$ cat config.mk
export PLATFORM = sky130hd
export DESIGN_NAME = windowed_watchdog_timer
export DESIGN_NICKNAME = d
export VERILOG_FILES = /design/src/inc/wdog_pkg.sv /design/src/windowed_watchdog_timer.sv
export SDC_FILE = /design/constraint.sdc
export NUM_CORES = 1
export LEC_CHECK = 0
export BUFFER_PORTS_ARGS = -buffer_cell sky130_fd_sc_hd__buf_4
export CORE_MARGIN = 1
export CORE_UTILIZATION = 62
export CTS_CLUSTER_SIZE = 16
export DETAILED_ROUTE_END_ITERATION = 8
export PLACE_DENSITY = 0.95
export REMOVE_ABC_BUFFERS = 1
export SLEW_MARGIN = 20
export SYNTH_ARGS = -nofsm -noshare
export SYNTH_HDL_FRONTEND = slang
export SYNTH_SLANG_ARGS = --single-unit
$ cat constraint.sdc
create_clock -name MCLK -period 10.3 [get_ports MCLK]
set_input_delay 0.515 -clock MCLK [delete_from_list [all_inputs] [get_ports MCLK]]
set_output_delay 0.515 -clock MCLK [all_outputs]
set_load 0.02 [all_outputs]
$ cat src/inc/wdog_pkg.sv
// shared constants and carriers for the windowed watchdog
// assumes one system clock; the slow count clock arrives as a plain pin
package wdog_pkg;
  // control byte layout
  localparam int WINDOW_MSB = 7;
  localparam int WINDOW_LSB = 4;
  localparam int PERIOD_MSB = 3;
  localparam int PERIOD_LSB = 0;
  // status byte layout
  localparam int LOCK_BIT = 7;
  localparam int BUSY_BIT = 0;
  // codes and reset values
  localparam logic [3:0] CODE_OFF = 4'h0;
  localparam logic [3:0] CODE_MIN = 4'h1;
  localparam logic [3:0] CODE_MAX = 4'hb;
  localparam logic [7:0] CTRL_RESET = 8'h00;
  localparam logic [7:0] STATUS_RESET = 8'h00;
  // timing
  localparam int SLOW_CLK_HZ = 1024;
  localparam logic [13:0] BASE_CYCLES = 14'h0008;
  localparam int COUNT_W = 14;
  localparam logic [2:0] GUARD_INSTRS = 3'h4;
  localparam logic [1:0] SYNC_TICKS = 2'h2;
  // arbitrary neutral unlock key
  localparam logic [7:0] IO_KEY_DEFAULT = 8'h5a;

  typedef struct packed {
    logic [3:0] window;
    logic [3:0] period;
  } ctrl_type;

  typedef enum logic [2:0] {
    ST_OFF, ST_NORMAL, ST_FIRST, ST_CLOSED, ST_OPEN, ST_HALT
  } wd_state_type;
endpackage : wdog_pkg

$ cat src/windowed_watchdog_timer.sv
// windowed watchdog: guarded control byte, lock, synced settings, restart
// assumes cpu-side pulses on MCLK; slow clock and fuse come from outside
// How it works
// - period field 1..b runs the watchdog; zero or a reserved code keeps it off
// - counter advances on edges of the 1.024 kHz slow clock
// - normal mode: no restart before time-out requests system reset
// - each accepted restart clears the count, new time-out begins
// - eleven time-outs from 8 ms to 8 s by period field
// - window field zero or reserved is normal mode, 1..b selects window mode
// - restart inside closed period requests a system reset
// - open period follows closed period; missed restart then resets
// - after window enable or debug exit, windows start at first restart
// - lock blocks control changes; set-only except during debug halt
// - control loads from boot fuse; nonzero period sets lock
// - keeps counting in all sleep modes while slow clock runs
// - independent clock lets reset request follow even without cpu
// - debug halt stops operation and clears the counter
// - leaving debug in window mode runs one normal time-out first
// - control writes are synced to slow domain; busy flag shows it
// - restart takes effect on the second slow clock edge after it, one to two cycles later
// - protected write needs key then write within four instructions
// - control and lock are guarded; busy flag is not
// - control: window 7:4, period 3:0; status: lock 7, busy 0
// - codes 1..b select 8..8k slow cycles; zero off, rest reserved
`timescale 1ns/10ps
module windowed_watchdog_timer #(
  parameter logic [7:0] IO_KEY = wdog_pkg::IO_KEY_DEFAULT
) (
  // clock and reset
  input wire logic MCLK,
  input wire logic ARST_N,
  // slow count clock pin
  input wire logic SLOW_COUNT_CLOCK,
  // boot configuration
  input wire logic [7:0] BOOT_CONFIG_FUSE,
  // cpu side
  input wire logic DEBUG_HALT,
  input wire logic INSTR_DONE,
  input wire logic GUARD_WRITE,
  input wire logic [7:0] GUARD_DATA,
  input wire logic CTRL_WRITE,
  input wire logic [7:0] CTRL_DATA,
  input wire logic STATUS_WRITE,
  input wire logic [7:0] STATUS_DATA,
  input wire logic RESTART_INSTR,
  // readback and reset request
  output logic [7:0] CONTROL_A,
  output logic [7:0] WATCHDOG_STATUS,
  output logic SYS_RESET_REQ
);
  // slow clock synchroniser; edge found only past the second flop
  // tick lags the pin by one to two mclk cycles
  logic slow_meta_reg, slow_sync_reg, slow_last_reg;
  logic tick;
  always_ff @(posedge MCLK or negedge ARST_N) begin
    if (!ARST_N) begin
      slow_meta_reg <= 1'b0;
      slow_sync_reg <= 1'b0;
      slow_last_reg <= 1'b0;
    end else begin
      slow_meta_reg <= SLOW_COUNT_CLOCK;
      slow_sync_reg <= slow_meta_reg;
      slow_last_reg <= slow_sync_reg;
    end
  end
  assign tick = slow_sync_reg & ~slow_last_reg;

  // time-out length of a code, zero for off or reserved
  function automatic logic [13:0] code_cycles(input logic [3:0] code);
    logic [13:0] r;
    r = 14'h0000;
    if (code >= wdog_pkg::CODE_MIN && code <= wdog_pkg::CODE_MAX) begin
      r = wdog_pkg::BASE_CYCLES << (code - wdog_pkg::CODE_MIN);
    end
    return r;
  endfunction : code_cycles

  // state a fresh time-out starts in: new setting, debug exit, reset pulse
  // reserved window codes fall back to normal mode, never a closed period
  // of zero length that no restart could survive
  function automatic wdog_pkg::wd_state_type fresh_state(
      input wdog_pkg::ctrl_type setting);
    wdog_pkg::wd_state_type s;
    if (code_cycles(setting.period) == 14'h0000) begin
      s = wdog_pkg::ST_OFF;
    end else if (code_cycles(setting.window) != 14'h0000) begin
      s = wdog_pkg::ST_FIRST;
    end else begin
      s = wdog_pkg::ST_NORMAL;
    end
    return s;
  endfunction : fresh_state

  wdog_pkg::ctrl_type ctrl_reg, ctrl_next, live_reg, live_next;
  logic lock_reg, lock_next;
  logic booted_reg, booted_next;
  logic [2:0] guard_reg, guard_next;
  logic busy_reg, busy_next;
  logic [1:0] busy_ticks_reg, busy_ticks_next;
  logic rst_pend_reg, rst_pend_next;
  logic [1:0] rst_ticks_reg, rst_ticks_next;
  wdog_pkg::wd_state_type state_reg, state_next;
  logic [13:0] count_reg, count_next;
  logic pulse_reg, pulse_next;
  logic unlocked, restart_now, apply_now;
  logic [13:0] open_len, closed_len;
  wdog_pkg::wd_state_type run_state;

  assign open_len = code_cycles(live_reg.period);
  assign closed_len = code_cycles(live_reg.window);
  assign unlocked = (guard_reg != 3'h0);

  always_comb begin
    ctrl_next = ctrl_reg;
    lock_next = lock_reg;
    booted_next = 1'b1;
    guard_next = guard_reg;
    busy_next = busy_reg;
    busy_ticks_next = busy_ticks_reg;
    rst_pend_next = rst_pend_reg;
    rst_ticks_next = rst_ticks_reg;
    live_next = live_reg;
    state_next = state_reg;
    count_next = count_reg;
    pulse_next = 1'b0;
    restart_now = 1'b0;
    apply_now = 1'b0;

    // guarded window: key opens it, instructions close it
    if (GUARD_WRITE && GUARD_DATA == IO_KEY) begin
      guard_next = wdog_pkg::GUARD_INSTRS;
    end else if (INSTR_DONE && guard_reg != 3'h0) begin
      guard_next = guard_reg - 3'h1;
    end

    if (!booted_reg) begin
      // fuse caught on the first edge after reset release
      ctrl_next = wdog_pkg::ctrl_type'(BOOT_CONFIG_FUSE);
      lock_next = (BOOT_CONFIG_FUSE[wdog_pkg::PERIOD_MSB:
                   wdog_pkg::PERIOD_LSB] != wdog_pkg::CODE_OFF);
      busy_next = 1'b1;
      busy_ticks_next = 2'h0;
    end else begin
      // busy flag itself is never guarded
      if (CTRL_WRITE && unlocked && !lock_reg) begin
        ctrl_next = wdog_pkg::ctrl_type'(CTRL_DATA);
        busy_next = 1'b1;
        busy_ticks_next = 2'h0;
      end
      if (STATUS_WRITE && unlocked) begin
        if (STATUS_DATA[wdog_pkg::LOCK_BIT]) begin
          lock_next = 1'b1;
        end else if (DEBUG_HALT) begin
          lock_next = 1'b0;
        end
      end
    end

    // settings reach the count logic on the second slow edge
    if (busy_reg && tick && !(CTRL_WRITE && unlocked && !lock_reg)) begin
      if (busy_ticks_reg == wdog_pkg::SYNC_TICKS - 2'h1) begin
        busy_next = 1'b0;
        live_next = ctrl_reg;
        apply_now = 1'b1;
      end else begin
        busy_ticks_next = busy_ticks_reg + 2'h1;
      end
    end

    // restart pulse synced over two slow edges
    if (rst_pend_reg && tick) begin
      if (rst_ticks_reg == wdog_pkg::SYNC_TICKS - 2'h1) begin
        rst_pend_next = 1'b0;
        rst_ticks_next = 2'h0;
        restart_now = 1'b1;
      end else begin
        rst_ticks_next = rst_ticks_reg + 2'h1;
      end
    end
    if (RESTART_INSTR) begin
      rst_pend_next = 1'b1;
      if (!rst_pend_reg || restart_now) begin
        rst_ticks_next = 2'h0;
      end
    end

    // mode of a fresh time-out comes from the setting about to apply,
    // so a newly synced change starts in its own mode at once
    run_state = fresh_state(live_next);

    // count state; runs in any sleep mode while the slow clock toggles
    if (DEBUG_HALT) begin
      state_next = wdog_pkg::ST_HALT;
      count_next = 14'h0000;
    end else if (apply_now) begin
      state_next = run_state;
      count_next = 14'h0000;
    end else begin
      unique case (state_reg)
        wdog_pkg::ST_OFF: begin
          count_next = 14'h0000;
        end
        wdog_pkg::ST_HALT: begin
          state_next = run_state;
          count_next = 14'h0000;
        end
        wdog_pkg::ST_NORMAL, wdog_pkg::ST_FIRST: begin
          if (restart_now) begin
            count_next = 14'h0000;
            if (state_reg == wdog_pkg::ST_FIRST) begin
              state_next = wdog_pkg::ST_CLOSED;
            end
          end else if (tick) begin
            if (count_reg == open_len - 14'h0001) begin
              pulse_next = 1'b1;
              count_next = 14'h0000;
            end else begin
              count_next = count_reg + 14'h0001;
            end
          end
        end
        wdog_pkg::ST_CLOSED: begin
          if (restart_now) begin
            pulse_next = 1'b1;
            state_next = run_state;
            count_next = 14'h0000;
          end else if (tick) begin
            if (count_reg == closed_len - 14'h0001) begin
              state_next = wdog_pkg::ST_OPEN;
              count_next = 14'h0000;
            end else begin
              count_next = count_reg + 14'h0001;
            end
          end
        end
        wdog_pkg::ST_OPEN: begin
          if (restart_now) begin
            state_next = wdog_pkg::ST_CLOSED;
            count_next = 14'h0000;
          end else if (tick) begin
            if (count_reg == open_len - 14'h0001) begin
              pulse_next = 1'b1;
              state_next = run_state;
              count_next = 14'h0000;
            end else begin
              count_next = count_reg + 14'h0001;
            end
          end
        end
      endcase
    end
  end

  always_ff @(posedge MCLK or negedge ARST_N) begin
    if (!ARST_N) begin
      ctrl_reg <= wdog_pkg::ctrl_type'(wdog_pkg::CTRL_RESET);
      live_reg <= wdog_pkg::ctrl_type'(wdog_pkg::CTRL_RESET);
      lock_reg <= 1'b0;
      booted_reg <= 1'b0;
      guard_reg <= 3'h0;
      busy_reg <= 1'b0;
      busy_ticks_reg <= 2'h0;
      rst_pend_reg <= 1'b0;
      rst_ticks_reg <= 2'h0;
      state_reg <= wdog_pkg::ST_OFF;
      count_reg <= 14'h0000;
      pulse_reg <= 1'b0;
    end else begin
      ctrl_reg <= ctrl_next;
      live_reg <= live_next;
      lock_reg <= lock_next;
      booted_reg <= booted_next;
      guard_reg <= guard_next;
      busy_reg <= busy_next;
      busy_ticks_reg <= busy_ticks_next;
      rst_pend_reg <= rst_pend_next;
      rst_ticks_reg <= rst_ticks_next;
      state_reg <= state_next;
      count_reg <= count_next;
      pulse_reg <= pulse_next;
    end
  end

  // readback; status layout fixed, other bits zero
  assign CONTROL_A = ctrl_reg;
  genvar b;
  generate
    for (b = 0; b < 8; b = b + 1) begin : g_status
      if (b == wdog_pkg::LOCK_BIT) begin : g_lock
        assign WATCHDOG_STATUS[b] = lock_reg;
      end else if (b == wdog_pkg::BUSY_BIT) begin : g_busy
        assign WATCHDOG_STATUS[b] = busy_reg;
      end else begin : g_spare
        // spare positions read as their reset value
        assign WATCHDOG_STATUS[b] = wdog_pkg::STATUS_RESET[b];
      end
    end
  endgenerate
  assign SYS_RESET_REQ = pulse_reg;
endmodule : windowed_watchdog_timer

==> report_table.html, run 1 <==
<table>
<tr><th>Metric</th><th>Value</th></tr>
<tr><th colspan="2">Outcome</th></tr>
<tr><td>Status</td><td>finished clean</td></tr>
<tr><th colspan="2">STA</th></tr>
<tr><td>Final Max Tran Viols</td><td>0</td></tr>
<tr><td>Hold violation total from the final report</td><td>0</td></tr>
<tr><td>PnR worst setup slack</td><td>approximately 6.3 ns</td></tr>
<tr><td>Top achievable clock speed</td><td>around 250 MHz</td></tr>
<tr><td>Minimum clock period after layout</td><td>around 4.0 ns</td></tr>
<tr><td>Fin Clk Skew</td><td>0.0159 ns</td></tr>
<tr><td>Setup TNS after final layout</td><td>0 ns</td></tr>
<tr><td>Endpoints failing setup</td><td>0</td></tr>
<tr><td>Post-route fraction of the period consumed by the critical path</td><td>roughly 40%</td></tr>
<tr><td>Max-slew headroom</td><td>33.5%</td></tr>
<tr><td>Worst Tran Pin Value</td><td>~0.99 ns</td></tr>
<tr><td>Unrepaired setup endpoints after global routing</td><td>false</td></tr>
<tr><th colspan="2">Hold path</th></tr>
<tr><td>Worst Hold Class</td><td>primary input to asynchronous set/reset pin</td></tr>
<tr><th colspan="2">Power</th></tr>
<tr><td>Portion of total power attributed to the clock network</td><td>13.6%</td></tr>
<tr><td>Comb pwr share</td><td>48.5%</td></tr>
<tr><td>Internal Pwr Total</td><td>about 0.47 mW</td></tr>
<tr><td>Leakage power of the design</td><td>roughly 1.6 nW</td></tr>
<tr><td>Worst ir drop on vdd</td><td>about 0.00013 V</td></tr>
<tr><td>Reg power frac</td><td>approximately 38%</td></tr>
<tr><td>Psw</td><td>0.412 mW</td></tr>
<tr><td>Switching fraction of total power</td><td>a little under half</td></tr>
<tr><td>Cell area power density</td><td>223 nW/µm²</td></tr>
<tr><th colspan="2">Die</th></tr>
<tr><td>Area of the die</td><td>6180 µm²</td></tr>
<tr><td>IO Pins</td><td>just under 60</td></tr>
<tr><td>Cell Rows</td><td>27</td></tr>
<tr><td>Chip height</td><td>between 70 and 80 µm</td></tr>
<tr><td>Initial Util</td><td>65.3%</td></tr>
<tr><td>Area inside the core boundary</td><td>about 5600 µm²</td></tr>
<tr><td>Die Wd</td><td>78.6 µm</td></tr>
<tr><th colspan="2">Setup path</th></tr>
<tr><td>Critical path's slowest cell</td><td>sky130_fd_sc_hd__or4b_2</td></tr>
<tr><td>Startpoint kind of the worst setup timing path</td><td>register</td></tr>
<tr><td>Worst path arrival time</td><td>roughly 4.2 ns</td></tr>
<tr><td>Peak per-stage delay on the critical path</td><td>about 0.73 ns</td></tr>
<tr><td>Crit path required time</td><td>between 10 and 15 ns</td></tr>
<tr><td>Cells along the critical path</td><td>or4b_2 &gt; ha_1 &gt; xnor2_1 &gt; or4_1 &gt; a21oi_1 &gt; o2111ai_1 &gt; nor4_1 &gt; o22ai_1 &gt; buf_4 &gt; nand2_1 &gt; o22ai_1</td></tr>
<tr><td>Critical path endpoint category</td><td>register</td></tr>
<tr><td>Worst setup path class</td><td>register to register</td></tr>
<tr><td>Maximum net fanout on the critical path</td><td>22</td></tr>
<tr><td>Most common cell type on the critical path</td><td>sky130_fd_sc_hd__o22ai_1</td></tr>
<tr><th colspan="2">Synthesis</th></tr>
<tr><td>Most used DFF post-synth</td><td>sky130_fd_sc_hd__dfrtp_1</td></tr>
<tr><td>Top cell types by occurrence after synthesis</td><td>sky130_fd_sc_hd__dfrtp_1 (48), sky130_fd_sc_hd__nand2_1 (39), sky130_fd_sc_hd__nor2_1 (28)</td></tr>
<tr><td>Count of mapped cells out of synthesis</td><td>between 400 and 500</td></tr>
<tr><td>Part of the Yosys area used for sequential elements</td><td>33.0%</td></tr>
<tr><td>Number of flops mapped to enable cells by yosys</td><td>0</td></tr>
<tr><td>Average cell area after synthesis</td><td>roughly 8.4 µm²</td></tr>
<tr><td>Combined area of all synthesized cells</td><td>around 3600 µm²</td></tr>
<tr><td>Proportion of synthesized flip-flops having asynchronous set or reset</td><td>100%</td></tr>
<tr><td>Cells taking the most area after synthesis</td><td>sky130_fd_sc_hd__dfrtp_1 (33%), sky130_fd_sc_hd__mux2i_1 (5.2%), sky130_fd_sc_hd__nand2_1 (4.0%)</td></tr>
<tr><td>Post-synth top area share</td><td>33.0%</td></tr>
<tr><td>Number of warnings issued by yosys</td><td>0</td></tr>
<tr><td>Number of distinct library cells after synthesis</td><td>68</td></tr>
<tr><td>Top-count cell post-synth</td><td>sky130_fd_sc_hd__dfrtp_1</td></tr>
<tr><td>Number of synthesized register bits</td><td>48</td></tr>
<tr><td>Library cell with the largest summed area after synthesis</td><td>sky130_fd_sc_hd__dfrtp_1</td></tr>
<tr><th colspan="2">Flow run</th></tr>
<tr><td>Max-cap check violation count</td><td>0</td></tr>
<tr><th colspan="2">CTS</th></tr>
<tr><td>Clock latency reported for the late side of the worst-skew pair</td><td>between 0.3 and 0.4 ns</td></tr>
<tr><td>TritonCTS clock tree</td><td>built</td></tr>
<tr><td>Root buffer selected by CTS</td><td>sky130_fd_sc_hd__clkbuf_8</td></tr>
<tr><td>Deepest clock path buffer count</td><td>2</td></tr>
<tr><td>Number of cells upsized or downsized after cts</td><td>0</td></tr>
<tr><td>Clock-pin slew on the worst setup and hold paths</td><td>0.10 ns</td></tr>
<tr><td>Level count of the clock H-tree</td><td>2</td></tr>
<tr><td># clock sinks</td><td>48</td></tr>
<tr><td>Number of clock buffers inserted by TritonCTS</td><td>5</td></tr>
<tr><td>Cts hold-fix bufs</td><td>0</td></tr>
<tr><td>Buffers inserted during post-CTS setup optimization</td><td>0</td></tr>
<tr><th colspan="2">Final layout</th></tr>
<tr><td>ANT cells</td><td>0</td></tr>
<tr><td>Number of flip-flops under the largest register name</td><td>14</td></tr>
<tr><td>Post-layout net count</td><td>between 400 and 500</td></tr>
<tr><td>Layout cells sized above 1</td><td>approximately 15%</td></tr>
<tr><td>End-of-flow core utilization</td><td>between 70% and 80%</td></tr>
<tr><td>Area grow syn2layout</td><td>8.80%</td></tr>
<tr><th colspan="2">Global route</th></tr>
<tr><td>Antenna violations before repair</td><td>0</td></tr>
<tr><td>Overflow left after global routing</td><td>0</td></tr>
<tr><td>Global routing usage summed across all routing layers</td><td>between 20% and 30%</td></tr>
<tr><td>Vias in the first global route</td><td>between 3000 and 4000</td></tr>
<tr><td>Wire length of the first global-routing pass</td><td>about 15 mm</td></tr>
<tr><td>Maximum number of pins on one net before global-route repair</td><td>49</td></tr>
<tr><th colspan="2">Detailed routing</th></tr>
<tr><td>Remaining design rule violation count</td><td>0</td></tr>
<tr><td>Average routed wire per standard cell</td><td>approximately 17 µm</td></tr>
<tr><td>Drt total wl</td><td>8.96 mm</td></tr>
<tr><td>First-pass detailed-route iteration total</td><td>7</td></tr>
<tr><td>Routed vias/inst</td><td>~6.6</td></tr>
<tr><td>Vias after detailed routing</td><td>approximately 3400</td></tr>
<tr><td>Starting DRT DRC Count</td><td>between 300 and 400</td></tr>
<tr><td>Post-route ant nets</td><td>0</td></tr>
<tr><th colspan="2">Placement</th></tr>
<tr><td>Post-placement worst setup slack</td><td>about 6.4 ns</td></tr>
<tr><td>Detail Placement HPWL</td><td>approximately 6.2 mm</td></tr>
<tr><td>Placer Congestion</td><td>0.895</td></tr>
<tr><td>Number of buffers inserted by port buffering</td><td>44</td></tr>
</table>
==> kinds of logic (layout without fill, tap and decap cells) <==
group | after synthesis | count (layout) | synth area share, %
buf+inv | 60 | 68 | 8.01
fa+ha+maj | 5 | 5 | 1.72
flops | 48 | 48 | 33.0
xor+xnor | 14 | 14 | 3.37
compound gates | 109 | 109 | 20.6
simple gates | 178 | 178 | 27.6
other cells | 2 | 7 | 0.206
mux | 20 | 20 | 5.53
==> final timing paths <==
kind | from | depth (start not counted) | slack, ns | end
setup / recovery | live_reg[6] | 11 | 6.28 | count_reg[4]
hold / removal | ARST_N | 1 | 0.20 | rst_pend_reg
max in group asynchronous | ARST_N | 1 | 9.66 | count_reg[9]
hold reg to reg | slow_meta_reg | 0 | 0.36 | slow_sync_reg
setup reg to reg | live_reg[6] | 11 | 6.28 | count_reg[4]
min in group MCLK | SLOW_COUNT_CLOCK | 1 | 0.31 | slow_meta_reg
==> layout by cell type (no fill, tap or decap), drive strengths merged, types with 3 or more instances in the layout <==
cell type,n
a211oi,8
a21o,3
a21oi,18
a22o,5
a31o,3
a31oi,11
and2,3
and3,5
buf,47
clkbuf,6
conb,7
dfrtp,48
ha,5
inv,14
mux2i,19
nand2,39
nand2b,11
nand3,27
nand3b,4
nand4,4
nand4b,6
nor2,28
nor2b,13
nor3,9
nor3b,3
nor4,4
nor4b,6
o2111ai,4
o211ai,7
o21a,4
o21ai,23
o22ai,4
or2,5
or4,4
xnor2,8
xor2,6
==> per-layer routing <==
| metal | wire length [µm] | GRT usage, % | up-vias | share of wire, % |
|---|---|---|---|---|
| li1 | - | - | 1606 | - |
| met1 | 3720 | 37.6 | 1603 | 42 |
| met2 | 4370 | 50.5 | 177 | 49 |
| met3 | 611 | 4.77 | 29 | 6.8 |
| met4 | 252 | 12.4 | 0 | 2.8 |
| met5 | 0 | 0 | - | 0 |
==> cell type report <==
type	instances	area, µm²
multi-input cells	333	2170
fillers	408	1610
flip-flops and latches	48	1200
repair buffers	47	353
well taps	72	90.1
clock buffers	6	82.6
inverters	13	48.8
clock inverters	2	13.8
==> power groups by stage <==
stage | registers, mW | logic (mW) | clock network [mW]
finish | 0.335 | 0.428 | 0.120
CTS | 0.329 | 0.423 | 0.121
global route | 0.342 | 0.472 | 0.128
floorplan | 0.308 | 0.319 | 0
global placement | 0.326 | 0.396 | 0
detailed placement | 0.333 | 0.420 | 0
==> stage by stage <==
| stage | std cells | hold slack, ns | area (µm²) | power, mW |
|---|---|---|---|---|
| 2_1_floorplan | 394 | 0.219 | 3420 | 0.627 |
| 3_3_place_gp | 513 | 0.341 | 3860 | 0.722 |
| 3_5_place_dp | 513 | 0.342 | 3860 | 0.753 |
| 4_1_cts | 521 | 0.225 | 3960 | 0.873 |
| 5_1_grt | 521 | 0.250 | 3960 | 0.943 |
| 6_report | 521 | 0.199 | 3960 | 0.883 |
==> critical path, delay by kind of cell, from the launching register on <==
family	cells	cell delay [ns]
simple gates	4	1.84
flops	1	0.63
fa+ha+maj	1	0.35
buf+inv	1	0.24
compound gates	4	0.63
xor+xnor	1	0.19
(Power assumes the default switching activity.)
==> run 2: changes to the inputs <==
- CORE_UTILIZATION: 62 -> 58
- PLACE_DENSITY: 0.95 -> 0.92
- clock period: 10.3 -> 4.2 ns (I/O delays scaled with it)
==> report_table.html, run 2 (synthesis results as in run 1) <==
<table>
<tr><th>Metric</th><th>Value</th></tr>
<tr><th colspan="2">Global route</th></tr>
<tr><td>Wire length of the first global-routing pass</td><td>14.6 mm (was 14.7 mm)</td></tr>
<tr><td>Global routing usage summed across all routing layers</td><td>28.9% (was 29.8%)</td></tr>
<tr><td>Maximum number of pins on one net before global-route repair</td><td>49 (unchanged)</td></tr>
<tr><td>Overflow left after global routing</td><td>0 (unchanged)</td></tr>
<tr><td>Antenna violations before repair</td><td>0 (unchanged)</td></tr>
<tr><td>Vias in the first global route</td><td>3169 (was 3238)</td></tr>
<tr><th colspan="2">STA</th></tr>
<tr><td>Unrepaired setup endpoints after global routing</td><td>false (unchanged)</td></tr>
<tr><td>Top achievable clock speed</td><td>264 MHz (was 249 MHz)</td></tr>
<tr><td>Minimum clock period after layout</td><td>3.78 ns (was 4.02 ns)</td></tr>
<tr><td>Max-slew headroom</td><td>29.1% (was 33.5%)</td></tr>
<tr><td>Final Max Tran Viols</td><td>0 (unchanged)</td></tr>
<tr><td>Endpoints failing setup</td><td>0 (unchanged)</td></tr>
<tr><td>Fin Clk Skew</td><td>0.00987 ns (was 0.0159 ns)</td></tr>
<tr><td>Setup TNS after final layout</td><td>0 ns (unchanged)</td></tr>
<tr><td>Hold violation total from the final report</td><td>0 (unchanged)</td></tr>
<tr><td>Post-route fraction of the period consumed by the critical path</td><td>90.0% (was 39.0%)</td></tr>
<tr><td>Worst Tran Pin Value</td><td>1.06 ns (was 0.993 ns)</td></tr>
<tr><th colspan="2">Setup path</th></tr>
<tr><td>Worst setup path class</td><td>register to register (unchanged)</td></tr>
<tr><td>Peak per-stage delay on the critical path</td><td>0.68 ns (was 0.73 ns)</td></tr>
<tr><td>R2r worst-path depth</td><td>11 (unchanged)</td></tr>
<tr><td>Worst-case register-to-register setup slack</td><td>0.42 ns (was 6.28 ns)</td></tr>
<tr><td>Critical path endpoint category</td><td>register (unchanged)</td></tr>
<tr><td>Critical path's slowest cell</td><td>sky130_fd_sc_hd__or4b_2 (unchanged)</td></tr>
<tr><td>Maximum net fanout on the critical path</td><td>18 (was 22)</td></tr>
<tr><td>Cells along the critical path</td><td>or4b_2 &gt; ha_1 &gt; xnor2_1 &gt; or4_1 &gt; a21oi_1 &gt; o2111ai_1 &gt; nor4_1 &gt; o22ai_1 &gt; buf_4 &gt; a31oi_1 &gt; mux2i_1 (was or4b_2 &gt; ha_1 &gt; xnor2_1 &gt; or4_1 &gt; a21oi_1 &gt; o2111ai_1 &gt; nor4_1 &gt; o22ai_1 &gt; buf_4 &gt; nand2_1 &gt; o22ai_1)</td></tr>
<tr><td>Worst path arrival time</td><td>3.96 ns (was 4.20 ns)</td></tr>
<tr><td>WP buf/inv</td><td>1 (unchanged)</td></tr>
<tr><td>Destination of the worst register-to-register timing path</td><td>count_reg[8] (was count_reg[4])</td></tr>
<tr><td>Crit path required time</td><td>4.38 ns (was 10.48 ns)</td></tr>
<tr><td>Largest delay contributor family on the critical path</td><td>simple AND/OR/NAND/NOR gates (unchanged)</td></tr>
<tr><td>Startpoint kind of the worst setup timing path</td><td>register (unchanged)</td></tr>
<tr><td>Startpoint of the lowest-slack register-to-register path</td><td>live_reg[4] (was live_reg[6])</td></tr>
<tr><th colspan="2">Final layout</th></tr>
<tr><td>End-of-flow core utilization</td><td>67.2% (was 71.1%)</td></tr>
<tr><td>Most common cell after layout, fill and taps aside</td><td>sky130_fd_sc_hd__buf_4 (was sky130_fd_sc_hd__dfrtp_1)</td></tr>
<tr><td>ANT cells</td><td>0 (unchanged)</td></tr>
<tr><td>Most frequent cells in the layout</td><td>sky130_fd_sc_hd__buf_4 (54), sky130_fd_sc_hd__dfrtp_1 (48), sky130_fd_sc_hd__nand2_1 (39) (was sky130_fd_sc_hd__dfrtp_1 (48), sky130_fd_sc_hd__buf_4 (47), sky130_fd_sc_hd__nand2_1 (39))</td></tr>
<tr><td>Layout cells sized above 1</td><td>16.2% (was 15.4%)</td></tr>
<tr><td>Post-layout net count</td><td>503 (was 494)</td></tr>
<tr><td>Final instance area</td><td>4030 µm² (was 3960 µm²)</td></tr>
<tr><td>Number of flip-flops under the largest register name</td><td>14 (unchanged)</td></tr>
<tr><td>Fillers</td><td>459 (was 408)</td></tr>
<tr><td>Area grow syn2layout</td><td>10.6% (was 8.80%)</td></tr>
<tr><th colspan="2">Hold path</th></tr>
<tr><td>Hold-critical path endpoint</td><td>rst_pend_reg</td></tr>
<tr><td>Number of cells on the worst hold path</td><td>2</td></tr>
<tr><td>Worst hold start</td><td>RESTART_INSTR</td></tr>
<tr><td>Worst Hold Class</td><td>primary input to register (was primary input to asynchronous set/reset pin)</td></tr>
<tr><th colspan="2">Power</th></tr>
<tr><td>Cell area power density</td><td>540 nW/µm² (was 223 nW/µm²)</td></tr>
<tr><td>Worst ir drop on vdd</td><td>0.000285 V (was 0.000131 V)</td></tr>
<tr><td>Leakage power of the design</td><td>1.65 nW (was 1.61 nW)</td></tr>
<tr><td>Power, Total</td><td>2.18 mW (was 0.883 mW)</td></tr>
<tr><th colspan="2">CTS</th></tr>
<tr><td>Level count of the clock H-tree</td><td>2 (unchanged)</td></tr>
<tr><td>Clock-pin slew on the worst setup and hold paths</td><td>0.09 ns (was 0.10 ns)</td></tr>
<tr><td>Cts hold-fix bufs</td><td>1 (was 0)</td></tr>
<tr><td>Root buffer selected by CTS</td><td>sky130_fd_sc_hd__clkbuf_8 (unchanged)</td></tr>
<tr><td>Number of clock buffers inserted by TritonCTS</td><td>5 (unchanged)</td></tr>
<tr><td>TritonCTS clock tree</td><td>built (unchanged)</td></tr>
<tr><td>Deepest clock path buffer count</td><td>2 (unchanged)</td></tr>
<tr><td># clock sinks</td><td>48 (unchanged)</td></tr>
<tr><td>Buffers inserted during post-CTS setup optimization</td><td>0 (unchanged)</td></tr>
<tr><td>Number of cells upsized or downsized after cts</td><td>0 (unchanged)</td></tr>
<tr><td>Clock latency reported for the late side of the worst-skew pair</td><td>0.31 ns (about the same)</td></tr>
<tr><th colspan="2">Detailed routing</th></tr>
<tr><td>Drt total wl</td><td>8.75 mm (was 8.96 mm)</td></tr>
<tr><td>First-pass detailed-route iteration total</td><td>5 (was 7)</td></tr>
<tr><td>Starting DRT DRC Count</td><td>388 (was 346)</td></tr>
<tr><td>Routed vias/inst</td><td>6.49 (was 6.55)</td></tr>
<tr><td>Average routed wire per standard cell</td><td>16.4 µm (was 17.2 µm)</td></tr>
<tr><td>Vias after detailed routing</td><td>3461 (was 3415)</td></tr>
<tr><td>Remaining design rule violation count</td><td>0 (unchanged)</td></tr>
<tr><td>Post-route ant nets</td><td>0 (unchanged)</td></tr>
<tr><th colspan="2">Placement</th></tr>
<tr><td>Number of buffers inserted by port buffering</td><td>44 (unchanged)</td></tr>
<tr><td>Post-detailed-placement cell area</td><td>3920 µm² (was 3860 µm²)</td></tr>
<tr><td>Detail Placement HPWL</td><td>6.12 mm (was 6.20 mm)</td></tr>
<tr><td>Placer Congestion</td><td>0.891 (was 0.895)</td></tr>
<tr><th colspan="2">Die</th></tr>
<tr><td>Die Wd</td><td>81.2 µm (was 78.6 µm)</td></tr>
<tr><td>Chip height</td><td>81.2 µm (was 78.6 µm)</td></tr>
<tr><td>Area inside the core boundary</td><td>5990 µm² (was 5570 µm²)</td></tr>
<tr><td>Cell Rows</td><td>28 (was 27)</td></tr>
<tr><td>IO Pins</td><td>58 (unchanged)</td></tr>
<tr><td>Area of the die</td><td>6600 µm² (was 6180 µm²)</td></tr>
<tr><td>Initial Util</td><td>60.8% (was 65.3%)</td></tr>
<tr><th colspan="2">Outcome</th></tr>
<tr><td>Status</td><td>finished clean (unchanged)</td></tr>
<tr><th colspan="2">Flow run</th></tr>
<tr><td>Max-cap check violation count</td><td>0 (unchanged)</td></tr>
</table>
[run 2: how the worst max path moves through the flow]
stage,from,endpoint,slack (ns),depth (start not counted)
after floorplan,live_reg[6],count_reg[12],0.48,10
after global placement,live_reg[4],count_reg[1],0.65,10
after detailed placement,live_reg[4],count_reg[2],0.51,11
after CTS,live_reg[4],count_reg[8],0.47,11
after global routing,live_reg[4],count_reg[8],0.24,11
final,live_reg[4],count_reg[8],0.42,11
[run 2: routing by layer]
metal  vias to the layer above  GRT usage (%)  wire, µm
met5                         -              0         0
li1                       1623              -         -
met4                         0           12.1       208
met2                       177           47.8      4340
met1                      1639           37.5      3560
met3                        22           4.38       650
[run 2: layout make-up]
type	count	area (µm²)	share of cell area (%)
flip-flops and latches	48	1200	29.8
clock buffers	7	76.3	1.90
well taps	75	93.8	2.33
clock inverters	1	8.76	0.218
inverters	13	48.8	1.21
repair buffers	56	425	10.6
multi-input cells	333	2170	53.9
[run 2: power breakdown]
group	total (mW)	internal, mW	leakage, nW	switching (mW)
Combinational	1.19	0.507	1.01	0.685
Sequential	0.712	0.551	0.593	0.161
Clock	0.272	0.119	0.0424	0.153
[run 2: through the flow]
stage                     std cells  setup slack, ns  hold WS [ns]
after floorplan                 394            0.482       -0.0856
after global placement          523            0.650         0.252
after detailed placement        523            0.509         0.259
after CTS                       532            0.468       0.00219
after global routing            533            0.238        0.0971
final                           533            0.419        0.0875
==> run 3: changes to the inputs <==
- CORE_UTILIZATION: 58 -> 30
- PLACE_DENSITY: 0.92 -> 0.59
- RECOVER_POWER: not set -> 100
==> report_table.html, run 3 (synthesis results as in run 1) <==
<table>
<tr><th>Metric</th><th>Value</th></tr>
<tr><th colspan="2">Placement</th></tr>
<tr><td>Number of buffers inserted by port buffering</td><td>44 (unchanged)</td></tr>
<tr><td>Post-detailed-placement cell area</td><td>4030 µm² (was 3920 µm²)</td></tr>
<tr><td>Cell Count Post-Placement</td><td>594 (was 523)</td></tr>
<tr><td>Detail Placement HPWL</td><td>6.40 mm (was 6.12 mm)</td></tr>
<tr><td>Post-placement worst setup slack</td><td>0.660 ns (was 0.509 ns)</td></tr>
<tr><td>Placer Congestion</td><td>0.836 (was 0.891)</td></tr>
<tr><th colspan="2">STA</th></tr>
<tr><td>Fin Clk Skew</td><td>0.00681 ns (was 0.00987 ns)</td></tr>
<tr><td>PnR worst setup slack</td><td>0.625 ns (was 0.419 ns)</td></tr>
<tr><td>Unrepaired setup endpoints after global routing</td><td>false (unchanged)</td></tr>
<tr><td>Worst Tran Pin Value</td><td>2.79 ns (was 1.06 ns)</td></tr>
<tr><td>Minimum clock period after layout</td><td>3.57 ns (was 3.78 ns)</td></tr>
<tr><td>Max-slew headroom</td><td>-86.1% (was 29.1%)</td></tr>
<tr><td>Hold violation total from the final report</td><td>0 (unchanged)</td></tr>
<tr><td>Post-route fraction of the period consumed by the critical path</td><td>85.1% (was 90.0%)</td></tr>
<tr><td>Final Max Tran Viols</td><td>49 (was 0)</td></tr>
<tr><td>Top achievable clock speed</td><td>280 MHz (was 264 MHz)</td></tr>
<tr><td>Endpoints failing setup</td><td>0 (unchanged)</td></tr>
<tr><td>Setup TNS after final layout</td><td>0 ns (unchanged)</td></tr>
<tr><th colspan="2">Final layout</th></tr>
<tr><td>Area grow syn2layout</td><td>13.1% (was 10.6%)</td></tr>
<tr><td>Layout cells sized above 1</td><td>13.7% (was 16.2%)</td></tr>
<tr><td>Most common cell after layout, fill and taps aside</td><td>sky130_fd_sc_hd__dfrtp_1 (was sky130_fd_sc_hd__buf_4)</td></tr>
<tr><td>Most frequent cells in the layout</td><td>sky130_fd_sc_hd__dfrtp_1 (48), sky130_fd_sc_hd__buf_4 (42), sky130_fd_sc_hd__nand2_1 (39) (was sky130_fd_sc_hd__buf_4 (54), sky130_fd_sc_hd__dfrtp_1 (48), sky130_fd_sc_hd__nand2_1 (39))</td></tr>
<tr><td>Post-layout net count</td><td>505 (was 503)</td></tr>
<tr><td>ANT cells</td><td>0 (unchanged)</td></tr>
<tr><td>Non-filler instance count after layout</td><td>602 (was 533)</td></tr>
<tr><td>End-of-flow core utilization</td><td>35.5% (was 67.2%)</td></tr>
<tr><td>Final instance area</td><td>4120 µm² (was 4030 µm²)</td></tr>
<tr><td>Fillers</td><td>1209 (was 459)</td></tr>
<tr><td>Number of flip-flops under the largest register name</td><td>14 (unchanged)</td></tr>
<tr><th colspan="2">Outcome</th></tr>
<tr><td>Status</td><td>finished with violations (was finished clean)</td></tr>
<tr><td>Violated checks</td><td>design-rule violations, max-capacitance violations, max-slew violations</td></tr>
<tr><th colspan="2">Power</th></tr>
<tr><td>Leakage power of the design</td><td>1.63 nW (was 1.65 nW)</td></tr>
<tr><td>Cell area power density</td><td>557 nW/µm² (was 540 nW/µm²)</td></tr>
<tr><td>Worst ir drop on vdd</td><td>0.000207 V (was 0.000285 V)</td></tr>
<tr><th colspan="2">Global route</th></tr>
<tr><td>Vias in the first global route</td><td>3073 (was 3169)</td></tr>
<tr><td>Wire length of the first global-routing pass</td><td>15.1 mm (was 14.6 mm)</td></tr>
<tr><td>Overflow left after global routing</td><td>0 (unchanged)</td></tr>
<tr><td>Antenna violations before repair</td><td>0 (unchanged)</td></tr>
<tr><td>Maximum number of pins on one net before global-route repair</td><td>49 (unchanged)</td></tr>
<tr><td>Global routing usage summed across all routing layers</td><td>14.8% (was 28.9%)</td></tr>
<tr><th colspan="2">Setup path</th></tr>
<tr><td>Worst path arrival time</td><td>3.71 ns (was 3.96 ns)</td></tr>
<tr><td>Worst setup path class</td><td>register to register (unchanged)</td></tr>
<tr><td>Startpoint of the lowest-slack register-to-register path</td><td>live_reg[4] (unchanged)</td></tr>
<tr><td>Crit path required time</td><td>4.33 ns (was 4.38 ns)</td></tr>
<tr><td>Worst Setup SP</td><td>live_reg[4] (unchanged)</td></tr>
<tr><td>Worst-case register-to-register setup slack</td><td>0.63 ns (was 0.42 ns)</td></tr>
<tr><td>Maximum net fanout on the critical path</td><td>19 (was 18)</td></tr>
<tr><td>Critical path endpoint category</td><td>register (unchanged)</td></tr>
<tr><td>Startpoint kind of the worst setup timing path</td><td>register (unchanged)</td></tr>
<tr><th colspan="2">Die</th></tr>
<tr><td>Area of the die</td><td>12600 µm² (was 6600 µm²)</td></tr>
<tr><td>Cell Rows</td><td>39 (was 28)</td></tr>
<tr><td>Area inside the core boundary</td><td>11600 µm² (was 5990 µm²)</td></tr>
<tr><td>IO Pins</td><td>58 (unchanged)</td></tr>
<tr><td>Initial Util</td><td>31.4% (was 60.8%)</td></tr>
<tr><td>Chip height</td><td>112 µm (was 81.2 µm)</td></tr>
<tr><td>Die Wd</td><td>112 µm (was 81.2 µm)</td></tr>
<tr><th colspan="2">CTS</th></tr>
<tr><td>Number of clock buffers inserted by TritonCTS</td><td>5 (unchanged)</td></tr>
<tr><td>Level count of the clock H-tree</td><td>2 (unchanged)</td></tr>
<tr><td>Deepest clock path buffer count</td><td>2 (unchanged)</td></tr>
<tr><td>TritonCTS clock tree</td><td>built (unchanged)</td></tr>
<tr><td>Root buffer selected by CTS</td><td>sky130_fd_sc_hd__clkbuf_16 (was sky130_fd_sc_hd__clkbuf_8)</td></tr>
<tr><td># clock sinks</td><td>48 (unchanged)</td></tr>
<tr><td>Clock latency reported for the late side of the worst-skew pair</td><td>0.29 ns (was 0.31 ns)</td></tr>
<tr><td>Clock-pin slew on the worst setup and hold paths</td><td>0.07 ns (was 0.09 ns)</td></tr>
<tr><th colspan="2">Detailed routing</th></tr>
<tr><td>Routed vias/inst</td><td>5.47 (was 6.49)</td></tr>
<tr><td>Average routed wire per standard cell</td><td>14.9 µm (was 16.4 µm)</td></tr>
<tr><td>Starting DRT DRC Count</td><td>134 (was 388)</td></tr>
<tr><td>Post-route ant nets</td><td>0 (unchanged)</td></tr>
<tr><td>Drt total wl</td><td>8.99 mm (was 8.75 mm)</td></tr>
<tr><td>Vias after detailed routing</td><td>3292 (was 3461)</td></tr>
<tr><td>First-pass detailed-route iteration total</td><td>7 (was 5)</td></tr>
<tr><td>Remaining design rule violation count</td><td>1 (was 0)</td></tr>
<tr><th colspan="2">Flow run</th></tr>
<tr><td>Max-cap check violation count</td><td>1 (was 0)</td></tr>
<tr><th colspan="2">Hold path</th></tr>
<tr><td>Worst Hold Class</td><td>primary input to register (unchanged)</td></tr>
<tr><td>Worst hold start</td><td>SLOW_COUNT_CLOCK (was RESTART_INSTR)</td></tr>
</table>
==> run 3: where the power goes <==
group	internal [mW]	switching (mW)
Combinational	0.510	0.747
Clock	0.217	0.179
Sequential	0.553	0.0850
==> run 3: stage by stage <==
step | total power [mW] | hold WS [ns]
finish | 2.29 | 0.0485
global route | 2.47 | 0.0392
CTS | 2.32 | 0.0173
detailed placement | 1.91 | 0.289
global placement | 1.88 | 0.278
floorplan | 1.54 | -0.0856
==> run 3: cell type report <==
class / count / area (µm²) / share of cell area (%)
multi-input cells: 333 / 2170 / 52.6
flip-flops and latches: 48 / 1200 / 29.2
repair buffers: 58 / 385 / 9.36
well taps: 143 / 179 / 4.35
clock buffers: 5 / 125 / 3.04
inverters: 13 / 48.8 / 1.19
clock inverters: 2 / 12.5 / 0.304
==> run 3: timing repair <==
action	4_1_cts	5_1_grt
hold buffers	1	0
gates resized for setup	0	0
endpoints found under the setup margin	0	0
hold endpoints to repair	48	0
buffers inserted	0	0
==> run 3: routing by layer <==
layer	track usage [%]	part of all wire [%]	vias up	wire length, µm
met3	2.32	4.0	14	358
met4	5.60	1.8	0	161
met1	19.4	46	1584	4150
li1	-	-	1623	-
met2	24.7	48	71	4320
met5	0	0	-	0
==> run 3: final timing paths <==
path	end	cells past startpoint
max	count_reg[12]	11
min	slow_meta_reg	1
max reg2reg	count_reg[12]	11
min reg2reg	slow_sync_reg	0
max in group asynchronous	CONTROL_A[3]	2
min in group asynchronous	count_reg[2]	2
==> run 3: critical path, cell delays in order (launching register included) <==
cell                        delay, ns
sky130_fd_sc_hd__dfrtp_1         0.37
sky130_fd_sc_hd__or4b_2          0.67
sky130_fd_sc_hd__ha_1            0.35
sky130_fd_sc_hd__xnor2_1         0.19
sky130_fd_sc_hd__or4_1           0.40
sky130_fd_sc_hd__a21oi_1         0.16
sky130_fd_sc_hd__o2111ai_1       0.13
sky130_fd_sc_hd__nor4_1          0.28
sky130_fd_sc_hd__o22ai_1         0.17
sky130_fd_sc_hd__buf_4           0.24
sky130_fd_sc_hd__nand2_1         0.24
sky130_fd_sc_hd__o311ai_0        0.20
